==> config.mk <==
export PLATFORM = sky130hd
export DESIGN_NAME = ipb_top
export DESIGN_NICKNAME = d
export VERILOG_FILES = /design/src/logic/ipb_pkg.sv /design/src/logic/ipb_top.sv
export VERILOG_INCLUDE_DIRS = /design/src /design/src/logic
export SDC_FILE = /design/constraint.sdc
export NUM_CORES = 1
export LEC_CHECK = 0
export ABC_AREA = 1
export BUFFER_PORTS_ARGS = -buffer_cell sky130_fd_sc_hd__buf_2
export CAP_MARGIN = 30
export CORE_ASPECT_RATIO = 1.4
export CORE_MARGIN = 4
export CORE_UTILIZATION = 40
export CTS_CLUSTER_DIAMETER = 50
export CTS_CLUSTER_SIZE = 16
export DETAILED_ROUTE_END_ITERATION = 7
export HOLD_SLACK_MARGIN = 0.03
export PLACE_DENSITY_LB_ADDON = 0.2
export SLEW_MARGIN = 15
export SYNTH_ARGS = -nofsm -noshare
export SYNTH_HDL_FRONTEND = slang
export SYNTH_SLANG_ARGS = --single-unit
export TNS_END_PERCENT = 5
==> constraint.sdc <==
create_clock -name I_CLK -period 7.3 [get_ports I_CLK]
set_clock_uncertainty 0.1 [all_clocks]
set_input_delay 0.73 -clock I_CLK [delete_from_list [all_inputs] [get_ports I_CLK]]
set_output_delay 0.73 -clock I_CLK [all_outputs]
set_load 0.005 [all_outputs]
==> src/logic/ipb_defs.svh <==
// object dictionary constants of the interpolated position buffer block
`ifndef IPB_DEFS_SVH
`define IPB_DEFS_SVH

// object indices
`define IPB_IDX_TORQUE_OFFSET   16'h60B2
`define IPB_IDX_DATA_RECORD     16'h60C1
`define IPB_IDX_TIME_PERIOD     16'h60C2
`define IPB_IDX_DATA_CONFIG     16'h60C4

// subindices
`define IPB_SUB_HIGHEST         8'h00
`define IPB_SUB_FIRST_SETPOINT  8'h01
`define IPB_SUB_PERIOD_VALUE    8'h01
`define IPB_SUB_PERIOD_EXPONENT 8'h02
`define IPB_SUB_CAPACITY_MAX    8'h01
`define IPB_SUB_RECORDS_IN_USE  8'h02
`define IPB_SUB_ORGANISATION    8'h03
`define IPB_SUB_NEXT_FREE_SLOT  8'h04
`define IPB_SUB_RECORD_LENGTH   8'h05
`define IPB_SUB_CLEAR_COMMAND   8'h06

// highest subindex answers
`define IPB_HIGHEST_RECORD      8'h01
`define IPB_HIGHEST_PERIOD      8'h02
`define IPB_HIGHEST_CONFIG      8'h06

// reset values
`define IPB_RST_TORQUE_OFFSET   16'h0000
`define IPB_RST_SETPOINT        32'h0000_0000
`define IPB_RST_PERIOD_VALUE    8'h01
`define IPB_RST_PERIOD_EXPONENT 8'hFD
`define IPB_CAPACITY_MAX        32'h0000_0001
`define IPB_RST_RECORDS_IN_USE  32'h0000_0001
`define IPB_RST_ORGANISATION    8'h00
`define IPB_RST_NEXT_FREE_SLOT  16'h0001
`define IPB_RST_RECORD_LENGTH   8'h04

// command and mode codes
`define IPB_CLEAR_DISABLE       8'h00
`define IPB_CLEAR_ENABLE        8'h01
`define IPB_ORG_FIFO            8'h00
`define IPB_ORG_RING            8'h01

`endif

==> src/logic/ipb_pkg.sv <==
// types of the interpolated position buffer block
package ipb_pkg;

  // answer code of one object dictionary access
  typedef enum logic [1:0] {
    IPB_RESP_OK      = 2'b00,
    IPB_RESP_NO_OBJ  = 2'b01,
    IPB_RESP_ACCESS  = 2'b10,
    IPB_RESP_REFUSED = 2'b11
  } ipb_resp_t;

  // one object dictionary request
  typedef struct packed {
    logic        req;
    logic        write;
    logic [15:0] index;
    logic [7:0]  sub;
    logic [31:0] wdata;
  } ipb_od_req_t;

  // whole state of the top module
  typedef struct packed {
    logic [15:0] torque_setpoint_offset;
    logic [31:0] interp_first_setpoint;
    logic [7:0]  interp_period_value;
    logic [7:0]  interp_period_exponent;
    logic [31:0] buffer_records_in_use;
    logic [7:0]  buffer_organisation;
    logic        ring_mode;
    logic [15:0] buffer_next_free_slot;
    logic [7:0]  record_length_bytes;
    logic        access_enabled;
    logic [31:0] demand_position;
    logic        demand_strobe;
    logic [31:0] cycle_time_us;
    logic [2:0]  buffer_level;
    logic        ack;
    ipb_resp_t   resp;
    logic [31:0] rdata;
  } ipb_state_t;

endpackage

==> src/logic/ipb_top.sv <==
// interpolated position buffer: set-point fifo and object dictionary top
`timescale 1ns/1ps
//
// Summary of operation
// RQ1: signed torque offset, tenths percent, resets zero
// RQ2: signed 32-bit demand position set-point entry
// RQ3: new set-point adopted at next sync only
// RQ4: cycle time equals period times ten power exponent
// RQ5: master keeps exponent at minus three
// RQ6: capacity entry reads one, read only
// RQ7: records in use entry, read write, resets one
// RQ8: organisation zero fifo, one ring buffer
// RQ9: next free slot entry resets to one
// RQ10: write-only record length in bytes, default four
// RQ11: clear zero flushes buffer, disables access
// RQ12: clear one enables input buffer access
// RQ13: disabled access ignores set-points; slot advances on accept

// ********************************************************************
// set-point fifo
// ********************************************************************
module ipb_fifo
  import ipb_pkg::*;
#(
  parameter int WIDTH = 32,
  parameter int DEPTH = 4
) (
  // clock and reset
  input  wire logic             i_clk,
  input  wire logic             i_rst_n,
  // flush everything held
  input  wire logic             i_flush,
  // filling side
  input  wire logic             i_in_valid,
  output logic                  o_in_ready,
  input  wire logic [WIDTH-1:0] i_in_data,
  // draining side
  output logic                  o_out_valid,
  input  wire logic             i_out_ready,
  output logic [WIDTH-1:0]      o_out_data,
  // fill state
  output logic                  o_full,
  output logic [$clog2(DEPTH+1)-1:0] o_count
);
  localparam int PW = (DEPTH > 1) ? $clog2(DEPTH) : 1;  // pointer width
  localparam int CW = $clog2(DEPTH + 1);                // count width
  localparam logic [PW-1:0] LAST = PW'(DEPTH - 1);      // last slot index
  localparam logic [CW-1:0] FULL = CW'(DEPTH);          // full count
  // fifo state: storage, pointers, count
  typedef struct packed {
    logic [DEPTH-1:0][WIDTH-1:0] mem;
    logic [PW-1:0]               wr;
    logic [PW-1:0]               rd;
    logic [CW-1:0]               cnt;
  } ipb_fifo_state_t;
  ipb_fifo_state_t s_q;  // registered state
  ipb_fifo_state_t s_d;  // next state
  logic            push; // word written this cycle
  logic            pop;  // word taken this cycle
  // handshakes; a pop in the same cycle frees room for a push when full
  assign o_full      = (s_q.cnt == FULL);
  assign o_count     = s_q.cnt;
  assign o_out_valid = (s_q.cnt != '0);
  assign o_out_data  = s_q.mem[s_q.rd];
  assign o_in_ready  = !o_full || i_out_ready;
  assign pop         = o_out_valid && i_out_ready;
  assign push        = i_in_valid && o_in_ready;
  // next state
  always_comb begin
    s_d = s_q;
    if (i_flush) begin
      // flush wins over any transfer in the same cycle
      s_d.wr  = '0;
      s_d.rd  = '0;
      s_d.cnt = '0;
    end else begin
      if (push) begin
        s_d.mem[s_q.wr] = i_in_data;
        s_d.wr          = (s_q.wr == LAST) ? '0 : s_q.wr + 1'b1;
      end
      if (pop) begin
        s_d.rd = (s_q.rd == LAST) ? '0 : s_q.rd + 1'b1;
      end
      case ({push, pop})
        2'b10:   s_d.cnt = s_q.cnt + 1'b1;
        2'b01:   s_d.cnt = s_q.cnt - 1'b1;
        default: s_d.cnt = s_q.cnt;
      endcase
    end
  end
  // state register
  always_ff @(posedge i_clk or negedge i_rst_n) begin
    if (!i_rst_n) begin
      s_q <= '0;
    end else begin
      s_q <= s_d;
    end
  end
endmodule // ipb_fifo

// ********************************************************************
// object dictionary top
// ********************************************************************
module ipb_top
  import ipb_pkg::*;
#(
  parameter int FIFO_DEPTH = 4
) (
  // clock and reset
  input  wire logic        I_CLK,
  input  wire logic        I_RST_N,
  // object dictionary access
  input  wire logic        I_OD_REQ,
  input  wire logic        I_OD_WRITE,
  input  wire logic [15:0] I_OD_INDEX,
  input  wire logic [7:0]  I_OD_SUBINDEX,
  input  wire logic [31:0] I_OD_WDATA,
  output logic             O_OD_ACK,
  output ipb_resp_t        O_OD_STATUS,
  output logic [31:0]      O_OD_RDATA,
  // synchronisation instant
  input  wire logic        I_SYNC,
  // values toward the motion control
  output logic [15:0]      O_TORQUE_OFFSET,
  output logic [31:0]      O_DEMAND_POSITION,
  output logic             O_DEMAND_STROBE,
  output logic [31:0]      O_CYCLE_TIME_US,
  output logic [7:0]       O_RECORD_BYTES,
  output logic             O_RING_MODE,
  output logic             O_ACCESS_ENABLED,
  output logic [2:0]       O_BUFFER_LEVEL
);
  `include "ipb_defs.svh"
  localparam int CW = $clog2(FIFO_DEPTH + 1);  // fifo count width
  ipb_state_t  s_q;        // registered state
  ipb_state_t  s_d;        // next state
  ipb_od_req_t od;         // bundled request
  logic        sp_write;   // set-point write seen this cycle
  logic        sp_push;    // set-point offered to the fifo
  logic        ring_drop;  // oldest record discarded in ring mode
  logic        fifo_pop;   // fifo drain request
  logic        fifo_flush; // clear command flushes the fifo
  logic        in_ready;   // fifo has room
  logic        out_valid;  // fifo holds a record
  logic [31:0] out_data;   // oldest record
  logic        fifo_full;  // fifo full
  logic [CW-1:0] fifo_cnt; // fifo fill count

  // cycle time in microseconds, out of range exponents give zero
  function automatic logic [31:0] cycle_us(input logic [7:0] per, input logic [7:0] ex);
    logic [31:0] scale;
    scale = 32'h0000_0000;
    case (ex)
      8'hFA:   scale = 32'h0000_0001;  // 1e-6
      8'hFB:   scale = 32'h0000_000A;  // 1e-5
      8'hFC:   scale = 32'h0000_0064;  // 1e-4
      8'hFD:   scale = 32'h0000_03E8;  // 1e-3, the required time base
      8'hFE:   scale = 32'h0000_2710;  // 1e-2
      8'hFF:   scale = 32'h0001_86A0;  // 1e-1
      8'h00:   scale = 32'h000F_4240;  // 1e0
      default: scale = 32'h0000_0000;  // time bases of 10 s and more, or below 1 us
    endcase
    return {24'h00_0000, per} * scale;
  endfunction
  // bundle the request pins
  assign od = '{req: I_OD_REQ, write: I_OD_WRITE, index: I_OD_INDEX,
                sub: I_OD_SUBINDEX, wdata: I_OD_WDATA};
  // set-point writes reach the fifo only while access is enabled
  assign sp_write = od.req && od.write && (od.index == `IPB_IDX_DATA_RECORD)
                    && (od.sub == `IPB_SUB_FIRST_SETPOINT);
  assign sp_push  = sp_write && s_q.access_enabled;  // RQ13

  // ring mode overwrites the oldest record instead of refusing
  assign ring_drop = sp_push && fifo_full
                     && (s_q.buffer_organisation == `IPB_ORG_RING);  // RQ8

  // records leave the fifo at a sync instant or when ring mode drops the oldest
  assign fifo_pop = I_SYNC || ring_drop;  // RQ3

  // clear command zero flushes the received data
  assign fifo_flush = od.req && od.write && (od.index == `IPB_IDX_DATA_CONFIG)
                      && (od.sub == `IPB_SUB_CLEAR_COMMAND)
                      && (od.wdata[7:0] == `IPB_CLEAR_DISABLE);  // RQ11

  // ********************************************************************
  // set-point buffer
  // ********************************************************************
  ipb_fifo #(
    .WIDTH (32),
    .DEPTH (FIFO_DEPTH)
  ) u_fifo (
    .i_clk       (I_CLK),
    .i_rst_n     (I_RST_N),
    .i_flush     (fifo_flush),
    .i_in_valid  (sp_push),
    .o_in_ready  (in_ready),
    .i_in_data   (od.wdata),
    .o_out_valid (out_valid),
    .i_out_ready (fifo_pop),
    .o_out_data  (out_data),
    .o_full      (fifo_full),
    .o_count     (fifo_cnt)
  );

  // ********************************************************************
  // next state
  // ********************************************************************
  always_comb begin
    s_d               = s_q;
    s_d.ack           = 1'b0;
    s_d.resp          = IPB_RESP_OK;
    s_d.rdata         = 32'h0000_0000;
    s_d.demand_strobe = 1'b0;
    s_d.cycle_time_us = cycle_us(s_q.interp_period_value,
                                 s_q.interp_period_exponent);  // RQ4
    s_d.buffer_level  = 3'(fifo_cnt);

    // adopt the oldest record at the sync instant, hold when empty; a flush or a ring drop wins
    if (I_SYNC && out_valid && !ring_drop && !fifo_flush) begin
      s_d.demand_position = out_data;  // RQ3
      s_d.demand_strobe   = 1'b1;
    end

    if (od.req) begin
      s_d.ack = 1'b1;
      case (od.index)
        // torque offset variable
        `IPB_IDX_TORQUE_OFFSET: begin
          if (od.sub != 8'h00) begin
            s_d.resp = IPB_RESP_NO_OBJ;
          end else if (od.write) begin
            s_d.torque_setpoint_offset = od.wdata[15:0];  // RQ1
          end else begin
            s_d.rdata = {16'h0000, s_q.torque_setpoint_offset};  // RQ1
          end
        end
        // interpolation data record
        `IPB_IDX_DATA_RECORD: begin
          case (od.sub)
            `IPB_SUB_HIGHEST: begin
              if (od.write) s_d.resp = IPB_RESP_ACCESS;
              else s_d.rdata = {24'h00_0000, `IPB_HIGHEST_RECORD};
            end
            `IPB_SUB_FIRST_SETPOINT: begin
              if (!od.write) begin
                s_d.rdata = s_q.interp_first_setpoint;  // RQ2
              end else if (!s_q.access_enabled) begin
                s_d.resp = IPB_RESP_REFUSED;  // RQ13
              end else if (!in_ready && !ring_drop) begin
                s_d.resp = IPB_RESP_REFUSED;  // full fifo back-pressure
              end else begin
                s_d.interp_first_setpoint = od.wdata;  // RQ2
                s_d.buffer_next_free_slot = s_q.buffer_next_free_slot + 1'b1;  // RQ13
              end
            end
            default: s_d.resp = IPB_RESP_NO_OBJ;
          endcase
        end
        // interpolation time period record
        `IPB_IDX_TIME_PERIOD: begin
          case (od.sub)
            `IPB_SUB_HIGHEST: begin
              if (od.write) s_d.resp = IPB_RESP_ACCESS;
              else s_d.rdata = {24'h00_0000, `IPB_HIGHEST_PERIOD};
            end
            `IPB_SUB_PERIOD_VALUE: begin
              if (od.write) s_d.interp_period_value = od.wdata[7:0];  // RQ4
              else s_d.rdata = {24'h00_0000, s_q.interp_period_value};
            end
            `IPB_SUB_PERIOD_EXPONENT: begin
              // stored as given; the master keeps it at the ms base
              if (od.write) s_d.interp_period_exponent = od.wdata[7:0];  // RQ5
              else s_d.rdata = {24'h00_0000, s_q.interp_period_exponent};
            end
            default: s_d.resp = IPB_RESP_NO_OBJ;
          endcase
        end
        // interpolation data configuration record
        `IPB_IDX_DATA_CONFIG: begin
          case (od.sub)
            `IPB_SUB_HIGHEST: begin
              if (od.write) s_d.resp = IPB_RESP_ACCESS;
              else s_d.rdata = {24'h00_0000, `IPB_HIGHEST_CONFIG};
            end
            `IPB_SUB_CAPACITY_MAX: begin
              if (od.write) s_d.resp = IPB_RESP_ACCESS;  // RQ6
              else s_d.rdata = `IPB_CAPACITY_MAX;  // RQ6
            end
            `IPB_SUB_RECORDS_IN_USE: begin
              if (od.write) s_d.buffer_records_in_use = od.wdata;  // RQ7
              else s_d.rdata = s_q.buffer_records_in_use;  // RQ7
            end
            `IPB_SUB_ORGANISATION: begin
              if (od.write) s_d.buffer_organisation = od.wdata[7:0];  // RQ8
              else s_d.rdata = {24'h00_0000, s_q.buffer_organisation};
              s_d.ring_mode = (s_d.buffer_organisation == `IPB_ORG_RING);  // RQ8
            end
            `IPB_SUB_NEXT_FREE_SLOT: begin
              if (od.write) s_d.buffer_next_free_slot = od.wdata[15:0];  // RQ9
              else s_d.rdata = {16'h0000, s_q.buffer_next_free_slot};  // RQ9
            end
            `IPB_SUB_RECORD_LENGTH: begin
              if (od.write) s_d.record_length_bytes = od.wdata[7:0];  // RQ10
              else s_d.resp = IPB_RESP_ACCESS;  // RQ10
            end
            `IPB_SUB_CLEAR_COMMAND: begin
              if (!od.write) begin
                s_d.resp = IPB_RESP_ACCESS;
              end else if (od.wdata[7:0] == `IPB_CLEAR_DISABLE) begin
                // records erased, slot pointer back to its start
                s_d.access_enabled        = 1'b0;  // RQ11
                s_d.buffer_next_free_slot = `IPB_RST_NEXT_FREE_SLOT;  // RQ11
              end else if (od.wdata[7:0] == `IPB_CLEAR_ENABLE) begin
                s_d.access_enabled = 1'b1;  // RQ12
              end
              // other codes are accepted and have no effect
            end
            default: s_d.resp = IPB_RESP_NO_OBJ;
          endcase
        end
        default: s_d.resp = IPB_RESP_NO_OBJ;
      endcase
    end
  end

  // ********************************************************************
  // state register
  // ********************************************************************
  always_ff @(posedge I_CLK or negedge I_RST_N) begin
    if (!I_RST_N) begin
      s_q.torque_setpoint_offset <= `IPB_RST_TORQUE_OFFSET;  // RQ1
      s_q.interp_first_setpoint  <= `IPB_RST_SETPOINT;
      s_q.interp_period_value    <= `IPB_RST_PERIOD_VALUE;  // RQ4
      s_q.interp_period_exponent <= `IPB_RST_PERIOD_EXPONENT;  // RQ5
      s_q.buffer_records_in_use  <= `IPB_RST_RECORDS_IN_USE;  // RQ7
      s_q.buffer_organisation    <= `IPB_RST_ORGANISATION;  // RQ8
      s_q.ring_mode              <= 1'b0;  // organisation resets to fifo
      s_q.buffer_next_free_slot  <= `IPB_RST_NEXT_FREE_SLOT;  // RQ9
      s_q.record_length_bytes    <= `IPB_RST_RECORD_LENGTH;  // RQ10
      s_q.access_enabled         <= 1'b0;  // clear command resets to zero
      s_q.demand_position        <= `IPB_RST_SETPOINT;
      s_q.demand_strobe          <= 1'b0;
      s_q.cycle_time_us          <= 32'h0000_03E8;  // matches reset period
      s_q.buffer_level           <= 3'h0;
      s_q.ack                    <= 1'b0;
      s_q.resp                   <= IPB_RESP_OK;
      s_q.rdata                  <= 32'h0000_0000;
    end else begin
      s_q <= s_d;
    end
  end

  // ********************************************************************
  // outputs, all straight from the state register
  // ********************************************************************
  assign O_OD_ACK          = s_q.ack;
  assign O_OD_STATUS       = s_q.resp;
  assign O_OD_RDATA        = s_q.rdata;
  assign O_TORQUE_OFFSET   = s_q.torque_setpoint_offset;
  assign O_DEMAND_POSITION = s_q.demand_position;
  assign O_DEMAND_STROBE   = s_q.demand_strobe;
  assign O_CYCLE_TIME_US   = s_q.cycle_time_us;
  assign O_RECORD_BYTES    = s_q.record_length_bytes;
  assign O_RING_MODE       = s_q.ring_mode;
  assign O_ACCESS_ENABLED  = s_q.access_enabled;
  assign O_BUFFER_LEVEL    = s_q.buffer_level;

endmodule // ipb_top

Word-level counts from Yosys, hierarchy flattened
Index checks and enable logic that the tools add are counted.
- flip-flop bits (word level): 368
- input port bits: 61
- output and inout port bits: 129
- logic and storage cells: 168
- add/subtract/negate cells: 5
- multiply operators: 1
- magnitude comparators: 3
- equality and inequality tests: 32
- muxes and demuxes: 54
- bitwise gates (word level): 3
- reduce and logical (&&, ||, !) cells: 46
- operators by type and width (kind ; number):
    2-to-1 mux 16 bit ; 10
    one-hot mux 32 bit (5 select lines) ; 1
    one-hot mux 20 bit (7 select lines) ; 1
    bitwise mux 128 bit ; 1
    2-to-1 mux 32 bit ; 4
    one-hot mux 32 bit (4 select lines) ; 1
    one-hot mux 32 bit (3 select lines) ; 1
    binary-select mux 32 bit (select 2 bit) ; 1
    demux 32 bit (select 2 bit) ; 1
    equality test 16 x 15 -> 1 bit (second input constant) ; 4
    one-hot mux 16 bit (2 select lines) ; 2
    one-hot mux 32 bit (2 select lines) ; 1
    2-to-1 mux 8 bit ; 7
    equality test 8 bit (second input constant) ; 6
    2-to-1 mux 35 bit ; 1
    equality test 8 x 1 -> 1 bit (second input constant) ; 4
    multiplier 8 x 32 -> 32 bit ; 1
    equality test 8 x 3 -> 1 bit (second input constant) ; 3
    logical NOT 8 bit ; 3
    2-to-1 mux 2 bit ; 10
    AND reduction 4 bit ; 5
    adder 16 x 1 -> 16 bit (second input constant) ; 1
    equality test 8 x 2 -> 1 bit (second input constant) ; 2
    logical AND 1 bit ; 16
    33 further kinds ; 57

Longest topological paths before layout
- word-level depth: 16
- depth in mapped cells: 27
- depth with buffers taken out: 26

Modules after synthesis
From an unflattened synthesis, not the netlist that was laid out.
- cells, all modules: 2769
- area, all modules: 22318.9 um^2
- modules (own cells, without submodules) (module ; instances ; cells an instance ; area an instance (um^2) ; sequential area each (um^2)):
    ipb_top ; 1 ; 1969 ; 15970.3 ; 5801.8
    ipb_fifo ; 1 ; 800 ; 6348.6 ; 3378.2

Worst setup path before layout
No wires, ideal clock.
- path kind: register to register
- from: register s_q[176] in the netlist's numbering
- to: register s_q (netlist bit O_CYCLE_TIME_US[25])
- setup time: 0.121 ns
- arrival time: 4.962 ns
- required time: 7.079 ns
- setup slack: 2.117 ns
- cell stages (with the launch flop): 23
- path buffers: 0
- period minus slack after synthesis: 5.183 ns
- cells stage by stage: dfstp_2 or4_1 nor2_1 inv_1 o21ai_0 inv_1 nor2_1 fa_1 fa_1 fa_1 inv_1 fa_1 inv_1 ha_1 a21oi_1 a21boi_0 nor2_1 nor2_1 o21bai_1 nand2_1 inv_1 o21bai_1 nand2_1
- RTL lines (element ; RTL line ; source):
    from (decl) ; ipb_top.sv:135 ; ipb_state_t s_q;

==> results.md <==
- Initial antenna violation count: 0
- Share of cells above drive strength 1: 12.9%
- IR drop worst, VDD: 0.186 mV
- FFs w/ async S/R, synth: 100%
- # diodes: 0
- CTS Buf Count: 36
- Synth cell count leaders: nand2_1, dfrtp_1, inv_1
- Post-synth top area cell: dfrtp_1
- Die W: 204 microns
- Area of the multi-input gates: 9880 sq um
- Final GP Congestion: 0.914
- Antenna viol nets, final: 0
- Final net count: 2750
- Most common cell in the synthesized netlist: nand2_1
- Status: completed
- Initial Util: 40.4%
- Slew Limit Fails: 0
- Number of global-route vias before repair: 16900
- DRC Markers: 0
- Post-Route Utilization: 43.5%
- CTS Hold Bufs: 0
- IO Pins: 190
- Final min period: 6.06 ns
- FP Rows: 100
- IO Port Bufs: 187
- Clock Pin Slew Worst Setup and Hold Paths: 0.06 ns
- CP Max Fanout: 9
- First-pass GRT wire length: 94600 microns
- All-Layer GR Usage: 20.7%
- Clock net sink count: 366
- Syn Inst Count: 2514
- Clock Latency Late Sink: 0.56 ns
- Mapped Area: 21600 sq um
- Fin crit share: 83.0%
- Leakage power: 11.4 nW
- Mean cell area of the mapped netlist: 8.57 sq um
- Max Clock Freq: 165 MHz
- Synth area leaders: dfrtp_1, nand2_1, fa_1
- Reg area: 9180 sq um
- Fill cells: 5366
- Post-CTS sizing: 0
- Number of synthesized flops with an enable pin: 0
- Max_cap viols: 0
- Core box area: 53300 sq um
- CP Class: reg -> reg
- Pwr dens: 183 nW/um^2
- Vias after detailed routing: 16600
- H-tree Lvls: 2
- Area grow syn2layout: 7.51%
- Grt total ovfl: 0
- TritonRoute pass-1 iters: 5
- Synth Register Bits: 366
- Post-CTS Setup Bufs: 0
- Area share of the largest cell type after synthesis: 40.5%
- CTS tree: yes
- Pin count of the biggest net entering global routing: 143
- Die ar.: 57700 sq um
- DRT iter0 DRCs: 1047
- Final Hold Vio Count: 0
- Die Ht: 283 microns
- Clk buf depth: 3
- Min-Delay Path Class: in -> async
- Startpoint types: flip-flop
- Crit. End Element: flip-flop
- Top_reg_cell synth: dfrtp_1
- DRT Wirelength: 59600 microns
- Relative slew slack: 41.3%
- Unrepaired setup endpoints after global routing: false
- Tightest Pin Transition: 0.881 ns
- Critical path arrival: 6.39 ns
- Distinct cells, synth: 58
- Number of vias per cell: 5.08
- DP HPWL: 43200 microns
- Setup-failing EPs final: 0
- Root buf cell: clkbuf_16
- Final setup TNS: 0 ns
- CP required: 7.64 ns
- Routed len/inst: 18.3 microns
- Number of warnings issued by yosys: 0
- Seq/Total Area, Yosys: 42.6%
==> final timing paths <==
path,startpoint,end,slack (ns),depth (start not counted)
max reg2reg,s_q[174]$_DFFE_PN1P_,O_CYCLE_TIME_US[22]$_DFF_PN0_,1.24,22
min reg2reg,s_q[167]$_DFFE_PN0P_,s_q[167]$_DFFE_PN0P_,0.39,2
max,s_q[174]$_DFFE_PN1P_,O_CYCLE_TIME_US[22]$_DFF_PN0_,1.24,22
min in group I_CLK,I_OD_REQ,O_OD_ACK$_DFF_PN0_,0.33,1
min,I_RST_N,O_CYCLE_TIME_US[2]$_DFF_PN0_,0.17,1
max in group asynchronous,I_RST_N,u_fifo.s_q[9]$_DFFE_PN0P_,5.60,2
==> worst max-delay path, cell delays in order, from the launching register on <==
cell and delay [ns]:
dfstp_2 0.55, nand4_1 0.17, nor2_1 0.16, inv_1 0.08, nor2_1 0.18, clkinv_1 0.26
nor2_1 0.41, fa_1 0.52, fa_1 0.52, fa_1 0.54, inv_1 0.05, fa_1 0.52
inv_1 0.04, ha_1 0.35, a21oi_1 0.21, nand2_1 0.07, a21oi_1 0.47, o21ai_0 0.23
inv_1 0.08, o21ai_0 0.13, nand2_1 0.09, nand2_1 0.06, xor2_1 0.14
==> metrics by stage <==
stage | instances | hold slack (ns) | power [mW] | setup WS (ns) | cell area [sq um]
2_1_floorplan | 2515 | 0.331 | 2.32 | 2.12 | 21600
5_1_grt | 3264 | 0.217 | 4.43 | 0.829 | 23200
4_1_cts | 3262 | 0.181 | 4.32 | 1.27 | 23100
3_3_place_gp | 3200 | 0.366 | 2.41 | 1.35 | 22000
6_report | 3264 | 0.168 | 4.24 | 1.24 | 23200
3_5_place_dp | 3200 | 0.373 | 2.41 | 1.29 | 22000
==> cell families (layout without fill, tap and decap cells) <==
family / count (synthesis) / after routing / share of synthesized area, %
AO/OA/AOI/OAI: 478 / 478 / 12.3
XOR/XNOR: 37 / 37 / 1.50
adder cells (fa/ha/maj): 163 / 163 / 12.7
buffers and inverters: 488 / 523 / 11.6
flip-flops: 366 / 366 / 42.6
multiplexers: 1 / 1 / 0.0522
other: 1 / 2 / 0.0174
AND/OR/NAND/NOR: 980 / 980 / 19.2
==> state kept, by name (all words and copies together), names as in the netlist, 2 cells and up <==
register	count
u_fifo.s_q	132
s_q	104
O_DEMAND_POSITION	32
O_OD_RDATA	32
O_CYCLE_TIME_US	30
O_TORQUE_OFFSET	16
O_RECORD_BYTES	8
O_BUFFER_LEVEL	3
u_fifo.o_count	3
O_OD_STATUS	2
==> cells in the final DEF (no fill, tap or decap), types with 17 or more instances in the layout <==
cell	count
nand2_1	624
dfrtp_1	348
inv_1	245
nor2_1	188
buf_2	186
o21ai_1	175
o21ai_0	135
a21oi_1	99
fa_1	93
nand3_1	81
ha_1	70
clkbuf_16	36
a32o_1	32
nand4_1	23
xor2_1	22
dfstp_2	17
==> area by class of cell <==
type                       count  share of cell area (%)
multi-input combinational   1661                    42.6
sequential                   366                    39.6
timing repair buffer         201                    4.68
inverter                     260                    4.23
clock buffer                  45                    4.12
tap                          714                    3.85
clock inverter                17                   0.875
==> metal layers <==
layer  vias to the layer above  global-route usage (%)  wire length, microns
li1                       7969                       -                     -
met1                      8049                    24.3                 23600
met2                       439                    37.8                 30400
met3                       138                    3.83                  3070
met4                         0                    7.82                  2560
met5                         -                       0                     0
==> report_power, final <==
part / total (mW) / internal, mW / switching [mW]
clock: 1.87 / 1.02 / 0.851
combinational: 0.241 / 0.0868 / 0.154
sequential: 2.13 / 2.09 / 0.0370
(Power assumes the default switching activity.)
